===== src/perf_pkg.sv =====
// Constants, types and helper functions for the address range performance counter.
// Assumes a single 10 MHz system clock and one measurement channel.
// Behaviour
// - Range mode: execution in start window starts timing, in end window stops it.
// - Range mode: each pass through the end window adds one to the count.
// - Access mode: count accesses to access window while executing in code window.
// - Access mode: qualify accesses by any, prefetch, data or transfer cycle.
// - Call mode: count entries into subroutine window from caller window.
// - Execution address comes from bus prefetch or from program counter.
// - Software selects 160ns, 40ns, 20ns or external clock resolution; at 100ns per cycle all three internal settings tick every cycle.
// - Time accumulates in a 40-bit counter, one step per tick.
// - Counter wrap is flagged as overflow instead of a valid time.
// - External resolution advances the counter once per rising input clock edge.
// - Start of target execution clears results and starts measuring.
// - Stop of target execution stops measuring and holds results.
package perf_pkg;

    localparam int ADDR_W = 32;
    localparam int DATA_W = 32;
    localparam int TIME_W = 40;
    localparam int REG_AW = 8;
    localparam int DIV_W = 8;

    // Register byte offsets
    localparam logic [REG_AW-1:0] OFS_CTRL = 8'h00;
    localparam logic [REG_AW-1:0] OFS_A_START = 8'h04;
    localparam logic [REG_AW-1:0] OFS_A_END = 8'h08;
    localparam logic [REG_AW-1:0] OFS_B_START = 8'h0c;
    localparam logic [REG_AW-1:0] OFS_B_END = 8'h10;
    localparam logic [REG_AW-1:0] OFS_TIME_LO = 8'h14;
    localparam logic [REG_AW-1:0] OFS_TIME_HI = 8'h18;
    localparam logic [REG_AW-1:0] OFS_COUNT = 8'h1c;
    localparam logic [REG_AW-1:0] OFS_STATUS = 8'h20;
    localparam logic [REG_AW-1:0] OFS_MASK = 8'h24;
    localparam logic [REG_AW-1:0] OFS_STATE = 8'h28;

    // Control field layout
    localparam int CTRL_MODE_LSB = 0;
    localparam int CTRL_SRC_BIT = 2;
    localparam int CTRL_RES_LSB = 4;
    localparam int CTRL_ATYPE_LSB = 6;
    localparam int CTRL_W = 8;
    localparam logic [CTRL_W-1:0] CTRL_RESET = 8'h00;

    // Status and state bit positions
    localparam int ST_DONE = 0;
    localparam int ST_OVF = 1;
    localparam int ST_EVENT = 2;
    localparam int STATUS_W = 3;
    localparam int STB_RUN = 0;
    localparam int STB_TIMING = 1;
    localparam int STB_OVF = 2;
    localparam int STB_FSM_LSB = 4;

    localparam logic [DATA_W-1:0] TIME_OVF_MARK = 32'hffffffff;

    // Timing
    localparam int CLK_PERIOD_NS = 100;
    localparam int TICK_160_NS = 160;
    localparam int TICK_40_NS = 40;
    localparam int TICK_20_NS = 20;

    function automatic int ns_to_cycles(input int ns);
        int c;
        c = ns / CLK_PERIOD_NS;
        return (c < 1) ? 1 : c;
    endfunction : ns_to_cycles

    localparam logic [DIV_W-1:0] TICK_160_CYC = DIV_W'(ns_to_cycles(TICK_160_NS));
    localparam logic [DIV_W-1:0] TICK_40_CYC = DIV_W'(ns_to_cycles(TICK_40_NS));
    localparam logic [DIV_W-1:0] TICK_20_CYC = DIV_W'(ns_to_cycles(TICK_20_NS));

    typedef enum logic [1:0] {
        MODE_RANGE = 2'h0,
        MODE_ACCESS = 2'h1,
        MODE_CALL = 2'h2,
        MODE_OFF = 2'h3
    } mode_e;

    typedef enum logic [1:0] {
        RES_160 = 2'h0,
        RES_40 = 2'h1,
        RES_20 = 2'h2,
        RES_EXT = 2'h3
    } res_e;

    typedef enum logic [1:0] {
        ACC_ANY = 2'h0,
        ACC_PREFETCH = 2'h1,
        ACC_DATA = 2'h2,
        ACC_XFER = 2'h3
    } acc_e;

    // Bus cycle type reported with each valid bus cycle
    typedef enum logic [1:0] {
        CYC_PREFETCH = 2'h0,
        CYC_DATA = 2'h1,
        CYC_XFER = 2'h2,
        CYC_OTHER = 2'h3
    } cyc_e;

    typedef enum logic [1:0] {
        MS_IDLE = 2'b00,
        MS_WAIT = 2'b01,
        MS_TIMING = 2'b11,
        MS_HOLD = 2'b10
    } meas_e;

    function automatic logic in_window(input logic [ADDR_W-1:0] addr,
                                       input logic [ADDR_W-1:0] lo,
                                       input logic [ADDR_W-1:0] hi);
        return (addr >= lo) && (addr <= hi);
    endfunction : in_window

endpackage : perf_pkg


===== src/tick_if.sv =====
// Carries the resolution choice and external clock level to the tick generator.
// Assumes both ends run on sys_clk.
interface tick_if;
    logic [1:0] res_sel;
    logic ext_clk;
    logic tick;
    modport gen (input res_sel, input ext_clk, output tick);
    modport user (output res_sel, output ext_clk, input tick);
endinterface : tick_if

===== src/perf_counter.sv =====
// Address range performance counter, one measurement channel.
// Assumes bus and program counter inputs are synchronous to sys_clk and that
// target_run is high while the target program executes.
module perf_counter
    import perf_pkg::*;
(
    input wire logic sys_clk,
    input wire logic rst,
    input wire logic [REG_AW-1:0] reg_addr,
    input wire logic [DATA_W-1:0] reg_wdata,
    input wire logic reg_wr,
    input wire logic reg_rd,
    output logic [DATA_W-1:0] reg_rdata,
    input wire logic bus_valid,
    input wire logic [1:0] bus_cycle,
    input wire logic [ADDR_W-1:0] bus_addr,
    input wire logic pc_valid,
    input wire logic [ADDR_W-1:0] pc_value,
    input wire logic target_run,
    input wire logic ext_clk,
    output logic measuring,
    output logic irq
);

    tick_if tif ();

    logic [CTRL_W-1:0] ctrl_r;
    logic [ADDR_W-1:0] a_start_r;
    logic [ADDR_W-1:0] a_end_r;
    logic [ADDR_W-1:0] b_start_r;
    logic [ADDR_W-1:0] b_end_r;
    logic [TIME_W-1:0] time_r;
    logic [DATA_W-1:0] count_r;
    logic [STATUS_W-1:0] status_r;
    logic [STATUS_W-1:0] mask_r;
    logic time_ovf_r;
    logic run_d_r;
    logic in_a_r;
    logic in_b_r;
    logic last_a_r;
    meas_e state_r;
    meas_e state_nxt;
    logic [DATA_W-1:0] reg_rdata_r;
    logic irq_r;
    logic measuring_r;

    mode_e mode;
    res_e res_sel;
    acc_e acc_sel;
    logic src_prefetch;
    logic run_rise;
    logic run_fall;
    logic active;
    logic exec_valid;
    logic [ADDR_W-1:0] exec_addr;
    logic hit_a;
    logic hit_b;
    logic code_now;
    logic acc_hit;
    logic type_ok;
    logic start_hit;
    logic end_hit;
    logic end_entry;
    logic call_entry;
    logic count_inc;
    logic time_step;
    logic time_wrap;
    logic wr_status;
    logic [STATUS_W-1:0] status_set;

    tick_gen u_tick (
        .sys_clk(sys_clk),
        .rst(rst),
        .tif(tif)
    );

    assign mode = mode_e'(ctrl_r[CTRL_MODE_LSB +: 2]);
    assign res_sel = res_e'(ctrl_r[CTRL_RES_LSB +: 2]);
    assign acc_sel = acc_e'(ctrl_r[CTRL_ATYPE_LSB +: 2]);
    assign src_prefetch = ctrl_r[CTRL_SRC_BIT];
    assign tif.res_sel = res_sel;
    assign tif.ext_clk = ext_clk;

    assign run_rise = target_run & ~run_d_r;
    assign run_fall = ~target_run & run_d_r;
    assign active = target_run && (state_r == MS_WAIT || state_r == MS_TIMING);

    always_comb begin
        if (src_prefetch) begin
            exec_valid = bus_valid && (bus_cycle == CYC_PREFETCH);
            exec_addr = bus_addr;
        end else begin
            exec_valid = pc_valid;
            exec_addr = pc_value;
        end
    end

    assign hit_a = in_window(exec_addr, a_start_r, a_end_r);
    assign hit_b = in_window(exec_addr, b_start_r, b_end_r);
    assign acc_hit = in_window(bus_addr, b_start_r, b_end_r);

    always_comb begin
        case (acc_sel)
            ACC_ANY: type_ok = 1'b1;
            ACC_PREFETCH: type_ok = (bus_cycle == CYC_PREFETCH);
            ACC_DATA: type_ok = (bus_cycle == CYC_DATA);
            ACC_XFER: type_ok = (bus_cycle == CYC_XFER);
            default: type_ok = 1'b0;
        endcase
    end

    assign start_hit = active && mode == MODE_RANGE && exec_valid && hit_a;
    assign end_hit = active && mode == MODE_RANGE && exec_valid && hit_b;
    // One count per pass through the end window
    assign end_entry = end_hit && !in_b_r;
    // Access counted while execution lies in the code window
    assign code_now = exec_valid ? hit_a : in_a_r;
    // Entry into subroutine window from caller window
    assign call_entry = active && mode == MODE_CALL && exec_valid && hit_b
        && !in_b_r && last_a_r;

    always_comb begin
        case (mode)
            MODE_RANGE: count_inc = end_entry;
            MODE_ACCESS: count_inc = active && bus_valid && acc_hit && type_ok && code_now;
            MODE_CALL: count_inc = call_entry;
            default: count_inc = 1'b0;
        endcase
    end

    // Time advances on each resolution tick while timing
    assign time_step = target_run && state_r == MS_TIMING && tif.tick;
    assign time_wrap = time_step && (&time_r);

    always_comb begin
        state_nxt = state_r;
        case (state_r)
            MS_IDLE, MS_HOLD: begin
                if (run_rise) begin
                    state_nxt = MS_WAIT;
                end
            end
            MS_WAIT: begin
                if (!target_run) begin
                    state_nxt = MS_HOLD;
                end else if (start_hit && !end_hit) begin
                    state_nxt = MS_TIMING;
                end
            end
            MS_TIMING: begin
                if (!target_run) begin
                    state_nxt = MS_HOLD;
                end else if (end_hit) begin
                    state_nxt = MS_WAIT;
                end
            end
            default: state_nxt = MS_IDLE;
        endcase
    end

    // Measurement state, held after execution stops
    always_ff @(posedge sys_clk or posedge rst) begin
        if (rst) begin
            state_r <= MS_IDLE;
        end else begin
            state_r <= state_nxt;
        end
    end

    always_ff @(posedge sys_clk or posedge rst) begin
        if (rst) begin
            run_d_r <= 1'b0;
        end else begin
            run_d_r <= target_run;
        end
    end

    // Window residency of the last execution address
    always_ff @(posedge sys_clk or posedge rst) begin
        if (rst) begin
            in_a_r <= 1'b0;
            in_b_r <= 1'b0;
            last_a_r <= 1'b0;
        end else if (run_rise) begin
            in_a_r <= 1'b0;
            in_b_r <= 1'b0;
            last_a_r <= 1'b0;
        end else if (exec_valid) begin
            in_a_r <= hit_a;
            in_b_r <= hit_b;
            if (!hit_b) begin
                last_a_r <= hit_a;
            end
        end
    end

    // 40-bit time counter, cleared at execution start
    always_ff @(posedge sys_clk or posedge rst) begin
        if (rst) begin
            time_r <= '0;
        end else if (run_rise) begin
            time_r <= '0;
        end else if (time_step) begin
            time_r <= time_r + TIME_W'(1);
        end
    end

    // Overflow flag replaces the time result
    always_ff @(posedge sys_clk or posedge rst) begin
        if (rst) begin
            time_ovf_r <= 1'b0;
        end else if (run_rise) begin
            time_ovf_r <= 1'b0;
        end else if (time_wrap) begin
            time_ovf_r <= 1'b1;
        end
    end

    // Event count cleared at execution start
    always_ff @(posedge sys_clk or posedge rst) begin
        if (rst) begin
            count_r <= '0;
        end else if (run_rise) begin
            count_r <= '0;
        end else if (count_inc) begin
            count_r <= count_r + DATA_W'(1);
        end
    end

    // Configuration registers
    always_ff @(posedge sys_clk or posedge rst) begin
        if (rst) begin
            ctrl_r <= CTRL_RESET;
            a_start_r <= '0;
            a_end_r <= '0;
            b_start_r <= '0;
            b_end_r <= '0;
        end else if (reg_wr) begin
            case (reg_addr)
                OFS_CTRL: ctrl_r <= reg_wdata[CTRL_W-1:0];
                OFS_A_START: a_start_r <= reg_wdata;
                OFS_A_END: a_end_r <= reg_wdata;
                OFS_B_START: b_start_r <= reg_wdata;
                OFS_B_END: b_end_r <= reg_wdata;
                default: ;
            endcase
        end
    end

    always_ff @(posedge sys_clk or posedge rst) begin
        if (rst) begin
            mask_r <= '0;
        end else if (reg_wr && reg_addr == OFS_MASK) begin
            mask_r <= reg_wdata[STATUS_W-1:0];
        end
    end

    // Sticky events, write one to clear, a new event wins over the clear
    always_comb begin
        status_set = '0;
        status_set[ST_DONE] = run_fall;
        status_set[ST_OVF] = time_wrap;
        status_set[ST_EVENT] = count_inc;
    end

    assign wr_status = reg_wr && reg_addr == OFS_STATUS;

    always_ff @(posedge sys_clk or posedge rst) begin
        if (rst) begin
            status_r <= '0;
        end else if (wr_status) begin
            status_r <= (status_r & ~reg_wdata[STATUS_W-1:0]) | status_set;
        end else begin
            status_r <= status_r | status_set;
        end
    end

    always_ff @(posedge sys_clk or posedge rst) begin
        if (rst) begin
            irq_r <= 1'b0;
        end else begin
            irq_r <= |(status_r & mask_r);
        end
    end

    always_ff @(posedge sys_clk or posedge rst) begin
        if (rst) begin
            measuring_r <= 1'b0;
        end else begin
            measuring_r <= (state_nxt == MS_WAIT || state_nxt == MS_TIMING);
        end
    end

    // Read data stand for the one cycle after the strobe
    always_ff @(posedge sys_clk or posedge rst) begin
        if (rst) begin
            reg_rdata_r <= '0;
        end else if (reg_rd) begin
            case (reg_addr)
                OFS_CTRL: reg_rdata_r <= DATA_W'(ctrl_r);
                OFS_A_START: reg_rdata_r <= a_start_r;
                OFS_A_END: reg_rdata_r <= a_end_r;
                OFS_B_START: reg_rdata_r <= b_start_r;
                OFS_B_END: reg_rdata_r <= b_end_r;
                OFS_TIME_LO: reg_rdata_r <= time_ovf_r ? TIME_OVF_MARK : time_r[DATA_W-1:0];
                OFS_TIME_HI: reg_rdata_r <= time_ovf_r ? TIME_OVF_MARK
                    : DATA_W'(time_r[TIME_W-1:DATA_W]);
                OFS_COUNT: reg_rdata_r <= count_r;
                OFS_STATUS: reg_rdata_r <= DATA_W'(status_r);
                OFS_MASK: reg_rdata_r <= DATA_W'(mask_r);
                OFS_STATE: begin
                    reg_rdata_r <= '0;
                    reg_rdata_r[STB_RUN] <= target_run;
                    reg_rdata_r[STB_TIMING] <= (state_r == MS_TIMING);
                    reg_rdata_r[STB_OVF] <= time_ovf_r;
                    reg_rdata_r[STB_FSM_LSB +: 2] <= state_r;
                end
                default: reg_rdata_r <= '0;
            endcase
        end else begin
            reg_rdata_r <= '0;
        end
    end

    assign reg_rdata = reg_rdata_r;
    assign irq = irq_r;
    assign measuring = measuring_r;

endmodule : perf_counter


===== src/tick_gen.sv =====
// Resolution tick generator: internal divider or external clock edges.
// Assumes ext_clk is synchronous to sys_clk.
module tick_gen
    import perf_pkg::*;
(
    input wire logic sys_clk,
    input wire logic rst,
    tick_if.gen tif
);

    logic [DIV_W-1:0] div_r;
    logic [DIV_W-1:0] limit;
    logic ext_d_r;
    logic tick_r;

    always_comb begin
        case (tif.res_sel)
            RES_160: limit = TICK_160_CYC;
            RES_40: limit = TICK_40_CYC;
            RES_20: limit = TICK_20_CYC;
            default: limit = TICK_20_CYC;
        endcase
    end

    always_ff @(posedge sys_clk or posedge rst) begin
        if (rst) begin
            ext_d_r <= 1'b0;
        end else begin
            ext_d_r <= tif.ext_clk;
        end
    end

    always_ff @(posedge sys_clk or posedge rst) begin
        if (rst) begin
            div_r <= '0;
        end else if (tif.res_sel == RES_EXT || div_r >= limit - DIV_W'(1)) begin
            div_r <= '0;
        end else begin
            div_r <= div_r + DIV_W'(1);
        end
    end

    always_ff @(posedge sys_clk or posedge rst) begin
        if (rst) begin
            tick_r <= 1'b0;
        end else if (tif.res_sel == RES_EXT) begin
            tick_r <= tif.ext_clk & ~ext_d_r;
        end else begin
            tick_r <= (div_r >= limit - DIV_W'(1));
        end
    end

    assign tif.tick = tick_r;

endmodule : tick_gen


===== config.mk =====
export PLATFORM = sky130hd
export DESIGN_NAME = perf_counter
export DESIGN_NICKNAME = d
export VERILOG_FILES = /design/src/perf_pkg.sv /design/src/tick_if.sv /design/src/perf_counter.sv /design/src/tick_gen.sv
export SDC_FILE = /design/constraint.sdc
export NUM_CORES = 1
export LEC_CHECK = 0
export ABC_CLOCK_PERIOD_IN_PS = 9700
export BUFFER_PORTS_ARGS = -buffer_cell sky130_fd_sc_hd__buf_2
export CAP_MARGIN = 20
export CORE_MARGIN = 2
export CORE_UTILIZATION = 54
export CTS_BUF_LIST = sky130_fd_sc_hd__clkbuf_8
export CTS_CLUSTER_SIZE = 12
export DETAILED_ROUTE_END_ITERATION = 8
export GPL_TIMING_DRIVEN = 0
export PLACE_DENSITY = 0.73
export SYNTH_ARGS = -nofsm -noshare
export SYNTH_HDL_FRONTEND = slang
export SYNTH_SLANG_ARGS = --single-unit

===== constraint.sdc =====
create_clock -name sys_clk -period 9.7 [get_ports sys_clk]
set_input_delay 1.455 -clock sys_clk [delete_from_list [all_inputs] [get_ports sys_clk]]
set_output_delay 1.455 -clock sys_clk [all_outputs]
set_load 0.01 [all_outputs]

Word level (Yosys, flattened, before mapping)
Index checks and enable logic that the tools add are counted.
{ "totals": {"register_bits": 265, "out_inout_bits": 34} }
{ "classes": {"add_sub_neg": 3, "n_lt_le_gt_ge": 7, "eq_ne": 24, "n_mux": 30, "bitwise_logic": 11, "reduce_logical": 48} }
{ "ops": {"columns": ["operator", "n"], "rows": [
  ["$pmux W32 S11", 1],
  ["$mux W32", 6],
  ["$ge A32 B32 Y1", 3],
  ["$le A32 B32 Y1", 3],
  ["$mux W40", 2],
  ["$add A40 B1 Y40 const B", 1],
  ["$reduce_and A40 Y1", 1],
  ["$add A32 B1 Y32 const B", 1],
  ["$eq A8 B5 Y1 const B", 4],
  ["$logic_and A1 B1 Y1", 25],
  ["$eq A8 B6 Y1 const B", 3],
  ["$eq A2 B2 Y1 const B", 8],
  ["$eq A8 B4 Y1 const B", 2],
  ["$reduce_and A2 Y1", 6],
  ["$mux W1", 11],
  ["$eq A2 B1 Y1 const B", 5],
  ["$mux W2", 5],
  ["$add A8 B1 Y8 const B", 1],
  ["$eq A8 B3 Y1 const B", 1],
  ["$ge A8 B1 Y1 const B", 1],
  ["$logic_not A2 Y1", 4],
  ["$logic_not A8 Y1", 1],
  ["$mux W8", 1],
  ["$reduce_bool A2 Y1", 4],
  ["14 further kinds", 23]
]} }

Depth between registers and ports, before layout
Gate-level depths: netlist (run 1).
{ "depth": {"word_depth": 13, "ltp_mapped": 15} }

Cells and area by module
Synthesis (run 1) repeated with hierarchy kept, for this count alone.
{ "unflattened": {"hier_cells": 1679, "area_unflattened_um2": 16864.9} }
{ "modules_own_cells": {"columns": ["mod", "n_inst", "cells_each", "area_each_um2", "seq_area_each_um2"], "rows": [
  ["perf_counter", 1, 1674, 16794.9, 6356.1],
  ["tick_gen", 1, 5, 70.1, 50.0]
]} }

Worst setup path after synthesis (run 1)
Ideal clock, no wire load.
{ "synth_timing": {"path_kind": "input to register", "start": "input bus_addr[7]", "end": "register count_r[11]", "setup_ns": 0.078, "t_arrival_ns": 4.301, "required_ns": 9.622, "slack_ns": 5.321, "path_stages": 12, "path_buffers": 1, "path_cell_list": "mux2_2 ha_1 a21oi_1 o21ai_1 a221o_1 or3_1 a31o_1 o31ai_4 a31oi_2 buf_6 or4_1 a21oi_1"} }
{ "synth_via": {"elab_chain_len": 8, "word_cells_on_any_way": 21, "cone_classes": "order compare (6); mux (3); reduce/logical (12)"} }
{ "synth_rtl": {"columns": ["item", "line_no", "source"], "rows": [
  ["from (decl)", "perf_counter.sv:16", "input wire logic [ADDR_W-1:0] bus_addr,"],
  ["$mux W32", "perf_counter.sv:89", "if (src_prefetch) begin"],
  ["$ge A32 B32 Y1 / $le A32 B32 Y1 (equally long branches)", "perf_pkg.sv:112", "return (addr >= lo) && (addr <= hi);"],
  ["$logic_and A1 B1 Y1", "perf_pkg.sv:112", null],
  ["$logic_and A1 B1 Y1", "perf_counter.sv:119", "assign call_entry = active && mode == MODE_CALL && exec_valid && hit_b"],
  ["$logic_and A1 B1 Y1 (2 in series)", "perf_counter.sv:120", "&& !in_b_r && last_a_r;"],
  ["$pmux W1 S3 *", "perf_counter.sv:123", "case (mode)"],
  ["$reduce_bool A2 Y1 (no source line) *", null, null],
  ["to (signal assigned)", "perf_counter.sv:226", "count_r <= count_r + DATA_W'(1);"],
  ["to (decl)", "perf_counter.sv:33", "logic [DATA_W-1:0] count_r;"]
]} }
Every way passes the cells marked *; elsewhere a longest branch is shown, timed or not.
A chain may end at the register's enable or synchronous reset.

Worst setup path in the final report (run 1)
{ "layout_timing": {"start": "register ctrl_r[2]", "end": "register count_r[22]"} }
{ "layout_via": {"elab_chain_len": 8, "word_cells_on_any_way": 19, "cone_classes": "order compare (4); mux (4); reduce/logical (11)"} }
{ "layout_rtl": {"columns": ["item", "line_no", "source"], "rows": [
  ["from (decl)", "perf_counter.sv:27", "logic [CTRL_W-1:0] ctrl_r;"],
  ["from (signal assigned)", "perf_counter.sv:240", "OFS_CTRL: ctrl_r <= reg_wdata[CTRL_W-1:0];"],
  ["$mux W32", "perf_counter.sv:89", null],
  ["$ge A32 B32 Y1 / $le A32 B32 Y1 (equally long branches)", "perf_pkg.sv:112", null],
  ["$logic_and A1 B1 Y1", "perf_pkg.sv:112", null],
  ["$logic_and A1 B1 Y1", "perf_counter.sv:119", null],
  ["$logic_and A1 B1 Y1 (2 in series)", "perf_counter.sv:120", null],
  ["$pmux W1 S3 *", "perf_counter.sv:123", null],
  ["$reduce_bool A2 Y1 (no source line) *", null, null]
]} }
Marked as above.

==> run_results.csv, run 1 <==
group,metric,value,unit
yosys,async_reset_ff_share,100.0,%
routing,via_density,6.347,
routing,remaining_drc_errors,0,
clocking,number_of_clock_sinks,256,
setup_path,nature_of_the_critical_path_endpoint,"register",
die,die_h,178.2,µm
yosys,post_synth_inst_count,1628,
die,dieArea,31740,µm²
setup_path,arr_time_crit_path,5.77,ns
clocking,cts_tree,"yes",
setup_path,cpPeakStageDelay,0.70,ns
clocking,clockRootBuffer,"clkbuf_8",
layout,layout_common_cells,"dfrtp_1, ha_1, mux2_2, inv_1, buf_2",
sta,fmax,189.2,MHz
sta,timing.final.setup_violations,0,
layout,fin_nets,2128,
power,p_leak,8.380,nW
yosys,synth-seq-cells,256,
yosys,yosysUniqueCellTypes,60,
grt,wire_length_of_the_first_global_routing_pass,78070,µm
die,design.portCount,148,
sta,worst_slew_margin_rel,21.04,%
setup_path,path_cells,"clkbuf_1 -> clkbuf_1 -> mux2_2 -> ha_1 -> a21oi_1 -> o21ai_0 -> a221oi_1 -> o21ai_0 -> and4_1 -> a31oi_2 -> buf_6 -> clkbuf_1 -> o21ai_0 -> a21oi_1",
die,starting_density_of_the_core,55.12,%
layout,num-fill-cells,2461,
clocking,clkSlewWorstSetupHoldPaths,0.06,ns
layout,layout.cells.most_common,"dfrtp_1",
clocking,cts_hold_buf,0,
routing,ant_nets,0,
die,core_area,29720,µm²
sta,grt_setup_unrepaired,"false",
layout,post_synthesis_to_final_layout_area_growth,12.61,%
sta,layout_worst_path_cycle_share,54.49,%
yosys,synth_largest_type_area_fraction,39.11,%
grt,grt-ovfl-total,0,
clocking,cts_buffers,42,
routing,routed-via-count,14190,
sta,fin_ws,4.414,ns
min_path,min-delay-path-class,"reg2reg",
yosys,synth_nets,1936,
yosys,synthDominantAreaCellType,"dfrtp_1",
clocking,cts_repair_resize_count,0,
sta,timing.final.crit_period,5.286,ns
power,power_density,128.9,nW/µm²
power,worst_ir_drop_vdd,0.08177,mV
yosys,synth_enable_flop_cells,0,
layout,share_of_cells_above_drive_strength_1,21.45,%
setup_path,critical_path.startpoint_type,"register",
setup_path,slowest_stage,"a221oi_1",
routing,drtPass1Iterations,6,
layout,antenna_cells,0,
grt,number_of_global_route_vias_before_repair,13880,
die,dieWidth,178.2,µm
grt,track_usage,32.25,%
status,run_status,"finished clean",
sta,timing.final.max_slew_violations,0,
yosys,yosysSeqAreaShare,39.11,%
sta,worst-slew-pin-transition,1.174,ns
placement,io_buffer_count,146,
clocking,clk_path_buf_depth,3,
placement,detailedPlace.worstSlack,4.316,ns
routing,detailedRoute.firstIterationViolations,1601,
placement,gpl.final_weighted_congestion,0.9359,
setup_path,criticalPathCategory,"reg2reg",
setup_path,cp_max_fo,10,
yosys,synth_top_cells_by_area,"dfrtp_1, ha_1, mux2_2",
clocking,cts-htree-levels,2,
setup_path,cp_data_required_time,10.19,ns
setup_path,critical_path.n_buffers_inverters,4,
grt,initial_antenna_violation_count,0,
flow_run,drv.max_cap_violation_count,0,
clocking,cts_setup_buffers,0,
yosys,primary_ff_master_synth,"dfrtp_1",
grt,largest_net_degree_at_the_start_of_global_routing,116,
sta,hold_viol,0,
yosys,yosys_warnings,0,
routing,routedWlPerCell,22.71,µm
placement,place.detailed.hpwl,39820,µm
routing,routed_wl,50770,µm
clocking,clk_latency,0.57,ns
yosys,synth_area_per_cell,10.06,µm²
die,core.rowCount,63,
yosys,mappedNetlistArea,16380,µm²
sta,fin_skew,0.02810,ns
setup_path,worst_path_dominant_cell_family,"compound AO/OA/AOI/OAI gates",
sta,worst_hold_check_slack,0.4782,ns
-- logic make-up (layout without fill, tap and decap cells) --
logic type | after synthesis | after routing | share of synthesized area [%]
multiplexers | 175 | 175 | 11.99
buffers and inverters | 204 | 422 | 4.835
flip-flops | 256 | 256 | 39.11
XOR/XNOR | 39 | 39 | 2.085
adder cells (fa/ha/maj) | 194 | 194 | 14.82
AND/OR/NAND/NOR | 382 | 382 | 11.60
AO/OA/AOI/OAI | 378 | 378 | 15.56
-- routing by layer --
metal	routed length, µm	up-vias	share of wire, %	GRT usage [%]
met2	22950	663	45	50.68
met3	4762	103	9.4	6.053
met1	21520	7006	42	45.12
li1	-	6420	-	-
met5	0	-	0	0
met4	1533	0	3.0	10.50
-- cells in the mapped netlist, drive strengths merged (7+ instances only) --
library cell,count
nand3,44
ha,194
inv,142
nor3,10
a221oi,46
buf,20
and4,13
a21oi,109
xor2,29
o31ai,14
a31oi,38
a22oi,54
nand2,110
a21o,15
mux2,170
o21ai,45
a22o,9
clkbuf,42
and3,16
xnor2,10
dfrtp,256
nor2,89
nor2b,7
and2,9
a211oi,7
or3,7
nand4,40
or4,16
-- where the power goes --
part	leakage [nW]	internal (mW)	switching, mW
registers	3.53	1.10	0.0373
logic	4.40	0.136	0.198
clock network	0.451	0.463	0.443
-- layout make-up --
class,instances,area (µm²),area share (%)
tap,390,488.0,2.645
clock inverter,21,110.1,0.5969
buffer,62,259.0,1.404
timing repair buffer,148,785.8,4.260
multi-input combinational,1168,9183,49.78
inverter,142,540.5,2.930
clock buffer,49,674.4,3.656
sequential,256,6406,34.73
-- state kept, by name, summed over array words and instances, names as in the netlist --
register / cells
a_end_r: 32
a_start_r: 32
b_end_r: 32
b_start_r: 32
count_r: 32
ctrl_r: 8
in_a_r: 1
in_b_r: 1
irq: 1
last_a_r: 1
mask_r: 3
reg_rdata: 32
run_d_r: 1
state_r: 2
status_r: 3
time_ovf_r: 1
time_r: 40
u_tick.ext_d_r: 1
u_tick.tif.tick: 1
-- stage by stage --
stage	cell area [µm²]	util, %	std cells	setup TNS, ns	total power, mW
floorplan	16380	-	1628	0	1.355
CTS	18450	62.07	2236	0	2.378
finish	18450	62.07	2236	0	2.378
detailed placement	17660	59.43	2166	0	1.485
global placement	17600	59.22	2164	-358.88	1.464
global route	18450	62.07	2236	0	2.479
-- worst paths after layout --
check / endpoint / start / slack (ns) / cells past startpoint
min in group asynchronous: irq / rst / 0.87 / 2
hold / removal: u_tick.tif.tick / u_tick.ext_d_r / 0.48 / 1
max in group asynchronous: b_end_r[25] / rst / 7.51 / 4
hold reg to reg: u_tick.tif.tick / u_tick.ext_d_r / 0.48 / 1
setup / recovery: count_r[22] / ctrl_r[2] / 4.41 / 14
setup reg to reg: count_r[22] / ctrl_r[2] / 4.41 / 14
(Power assumes the default switching activity.)
==> inputs of run 2 (changes only) <==
--- a/config.mk
+++ b/config.mk
@@ -5,7 +5,7 @@
 export SDC_FILE = /design/constraint.sdc
 export NUM_CORES = 1
 export LEC_CHECK = 0
-export ABC_CLOCK_PERIOD_IN_PS = 9700
+export ABC_CLOCK_PERIOD_IN_PS = 5200
 export BUFFER_PORTS_ARGS = -buffer_cell sky130_fd_sc_hd__buf_2
 export CAP_MARGIN = 20
 export CORE_MARGIN = 2
==> constraint.sdc (replaced) <==
create_clock -name sys_clk -period 5.2 [get_ports sys_clk]
set_input_delay 0.78 -clock sys_clk [delete_from_list [all_inputs] [get_ports sys_clk]]
set_output_delay 0.78 -clock sys_clk [all_outputs]
set_load 0.01 [all_outputs]
==> run 2 against run 1 <==
Compared with the run above:
- non-clock buffer count rose by 3
- largest power group unchanged
- highest routed layer unchanged
- clock skew is 0.0015 ns higher
- largest cell class unchanged
- utilization rose by 0.62 points
- critical endpoint is now count_r[9]
==> run_results.csv, run 2 (same netlist as run 1, synthesis figures left out) <==
group,metric,value,unit
status,run_status,"finished clean",
routing,via_density,6.410,
grt,initial_antenna_violation_count,1,
clocking,clk_latency,0.57,ns
layout,finish.instance_area,18630,µm²
setup_path,critical_path.startpoint_type,"register",
routing,routed_wl,51910,µm
grt,track_usage,32.54,%
min_path,min-delay-path-class,"in2async",
layout,post_synthesis_to_final_layout_area_growth,13.74,%
routing,detailedRoute.firstIterationViolations,1337,
routing,routedWlPerCell,23.08,µm
setup_path,cpMostUsedCell,"clkbuf_1",
setup_path,nature_of_the_critical_path_endpoint,"register",
sta,timing.final.crit_period,5.099,ns
die,core_area,29720,µm²
placement,dp_area,17720,µm²
routing,routed-via-count,14420,
grt,grt-ovfl-total,0,
sta,timing.final.setup_violations,0,
layout,fin_nets,2133,
clocking,clkSlewWorstSetupHoldPaths,0.06,ns
placement,gpl.final_weighted_congestion,0.9374,
die,dieArea,31740,µm²
setup_path,crit-reg2reg-capture,"count_r[9]",
power,worst_ir_drop_vdd,0.1703,mV
sta,timing.final.max_slew_violations,0,
routing,met2WireLength,23210,µm
clocking,cts-htree-levels,2,
die,dieWidth,178.2,µm
layout,top_register,"time_r",
grt,largest_net_degree_at_the_start_of_global_routing,45,
setup_path,arr_time_crit_path,5.53,ns
setup_path,cp_max_fo,10,
layout,num-fill-cells,2461,
clocking,clockRootBuffer,"clkbuf_8",
clocking,cts_buffers,44,
setup_path,worst-path-stages,13,
sta,worst_hold_check_slack,0.2430,ns
layout,layout_common_cells,"dfrtp_1, ha_1, mux2_2, inv_1, buf_2",
routing,drtPass1Iterations,5,
setup_path,r2r_start,"ctrl_r[2]",
layout,share_of_cells_above_drive_strength_1,21.96,%
placement,place.detailed.hpwl,40690,µm
setup_path,reg2regPathDepth,13,
grt,number_of_global_route_vias_before_repair,14000,
die,core.rowCount,63,
routing,wl_met1,21820,µm
sta,worst-slew-pin-transition,1.092,ns
setup_path,worst_path_dominant_cell_family,"compound AO/OA/AOI/OAI gates",
sta,grt_setup_unrepaired,"false",
setup_path,cpPeakStageDelay,0.68,ns
die,die_h,178.2,µm
sta,worst_slew_margin_rel,26.53,%
setup_path,criticalPathCategory,"reg2reg",
flow_run,drv.max_cap_violation_count,0,
layout,flip_flop_count_of_the_largest_register_all_copies_and_words_added,40,
die,design.portCount,148,
clocking,number_of_clock_sinks,256,
layout,layout.cells.most_common,"dfrtp_1",
clocking,cts_tree,"yes",
routing,ant_nets,0,
clocking,clk_path_buf_depth,3,
sta,tns,0,ns
setup_path,slowest_stage,"o41ai_1",
grt,wire_length_of_the_first_global_routing_pass,78810,µm
routing,remaining_drc_errors,0,
routing,highest-signal-layer,"met4",
die,starting_density_of_the_core,55.12,%
sta,fmax,196.1,MHz
power,power_density,249.1,nW/µm²
setup_path,cp_data_required_time,5.63,ns
layout,postLayoutCoreUtil,62.70,%
setup_path,timing.reg2reg.setup_slack,0.10,ns
sta,fin_skew,0.02955,ns
setup_path,worst_setup_path_endpoint,"count_r[9]",
setup_path,path_cells,"clkbuf_1 -> mux2_2 -> ha_1 -> nand4_1 -> o311a_1 -> o41ai_1 -> a31oi_1 -> o31ai_4 -> a31oi_2 -> buf_6 -> clkbuf_1 -> o31ai_1 -> a21oi_1",
setup_path,startpoint,"ctrl_r[2]",
placement,io_buffer_count,146,
routing,total_met3_wirelength_after_detailed_routing,4912,µm
setup_path,critical_path.n_buffers_inverters,3,
power,p_leak,8.483,nW
sta,hold_viol,0,
sta,layout_worst_path_cycle_share,98.06,%
==> run 2: changes by cell type in the layout (fill, tap and decap cells not counted), moves of 2 or more <==
cell,delta
buf_12,+6
clkbuf_8,+6
clkbuf_1,-3
inv_1,+3
inv_8,-3
buf_16,-2
clkbuf_2,+2
==> run 2: layout make-up <==
class                   instances  area, µm²  area share (%)
clock inverters                24      150.1          0.8059
inverters                     142      536.8           2.881
well taps                     390      488.0           2.619
repair buffers                152      850.8           4.567
clock buffers                  55      757.0           4.063
flip-flops and latches        256       6406           34.38
diodes                          1      2.502         0.01343
plain buffers                  61      257.7           1.383
multi-input cells            1168       9183           49.28
==> run 2: timing repair <==
item | 4_1_cts | 5_1_grt
hold endpoints to repair | 0 | 0
setup endpoints to repair | 28 | 0
hold buffers | 0 | 0
gates resized for setup | 2 | 0
buffers inserted | 0 | 0
==> run 2: per-layer routing <==
layer / track usage (%) / up-vias
met5: 0 / -
met4: 12.36 / 0
met3: 7.396 / 116
met2: 50.69 / 696
met1: 44.33 / 7149
li1: - / 6454
==> run 2: worst min-delay path by stage <==
stage,slack (ns),depth (start not counted),to
detailed placement,0.45,1,u_tick.tif.tick
CTS,0.23,2,b_end_r[3]
global placement,0.45,1,u_tick.tif.tick
global route,0.27,2,b_start_r[0]
floorplan,0.42,1,u_tick.tif.tick
finish,0.24,2,b_end_r[2]
==> run 2: through the flow <==
step / total power, mW / setup slack [ns] / instances
5_1_grt: 4.816 / 0.04070 / 2249
4_1_cts: 4.633 / 0.1729 / 2248
6_report: 4.641 / 0.1011 / 2249
2_1_floorplan: 2.529 / 1.048 / 1628
3_5_place_dp: 2.780 / -0.1253 / 2170
3_3_place_gp: 2.732 / -0.3760 / 2164
==> run 2: where the power goes <==
group	internal (mW)	total, mW	switching, mW	leakage, nW
registers	2.06	2.13	0.0724	3.53
clock network	1.01	1.88	0.868	0.524
logic	0.258	0.632	0.374	4.43
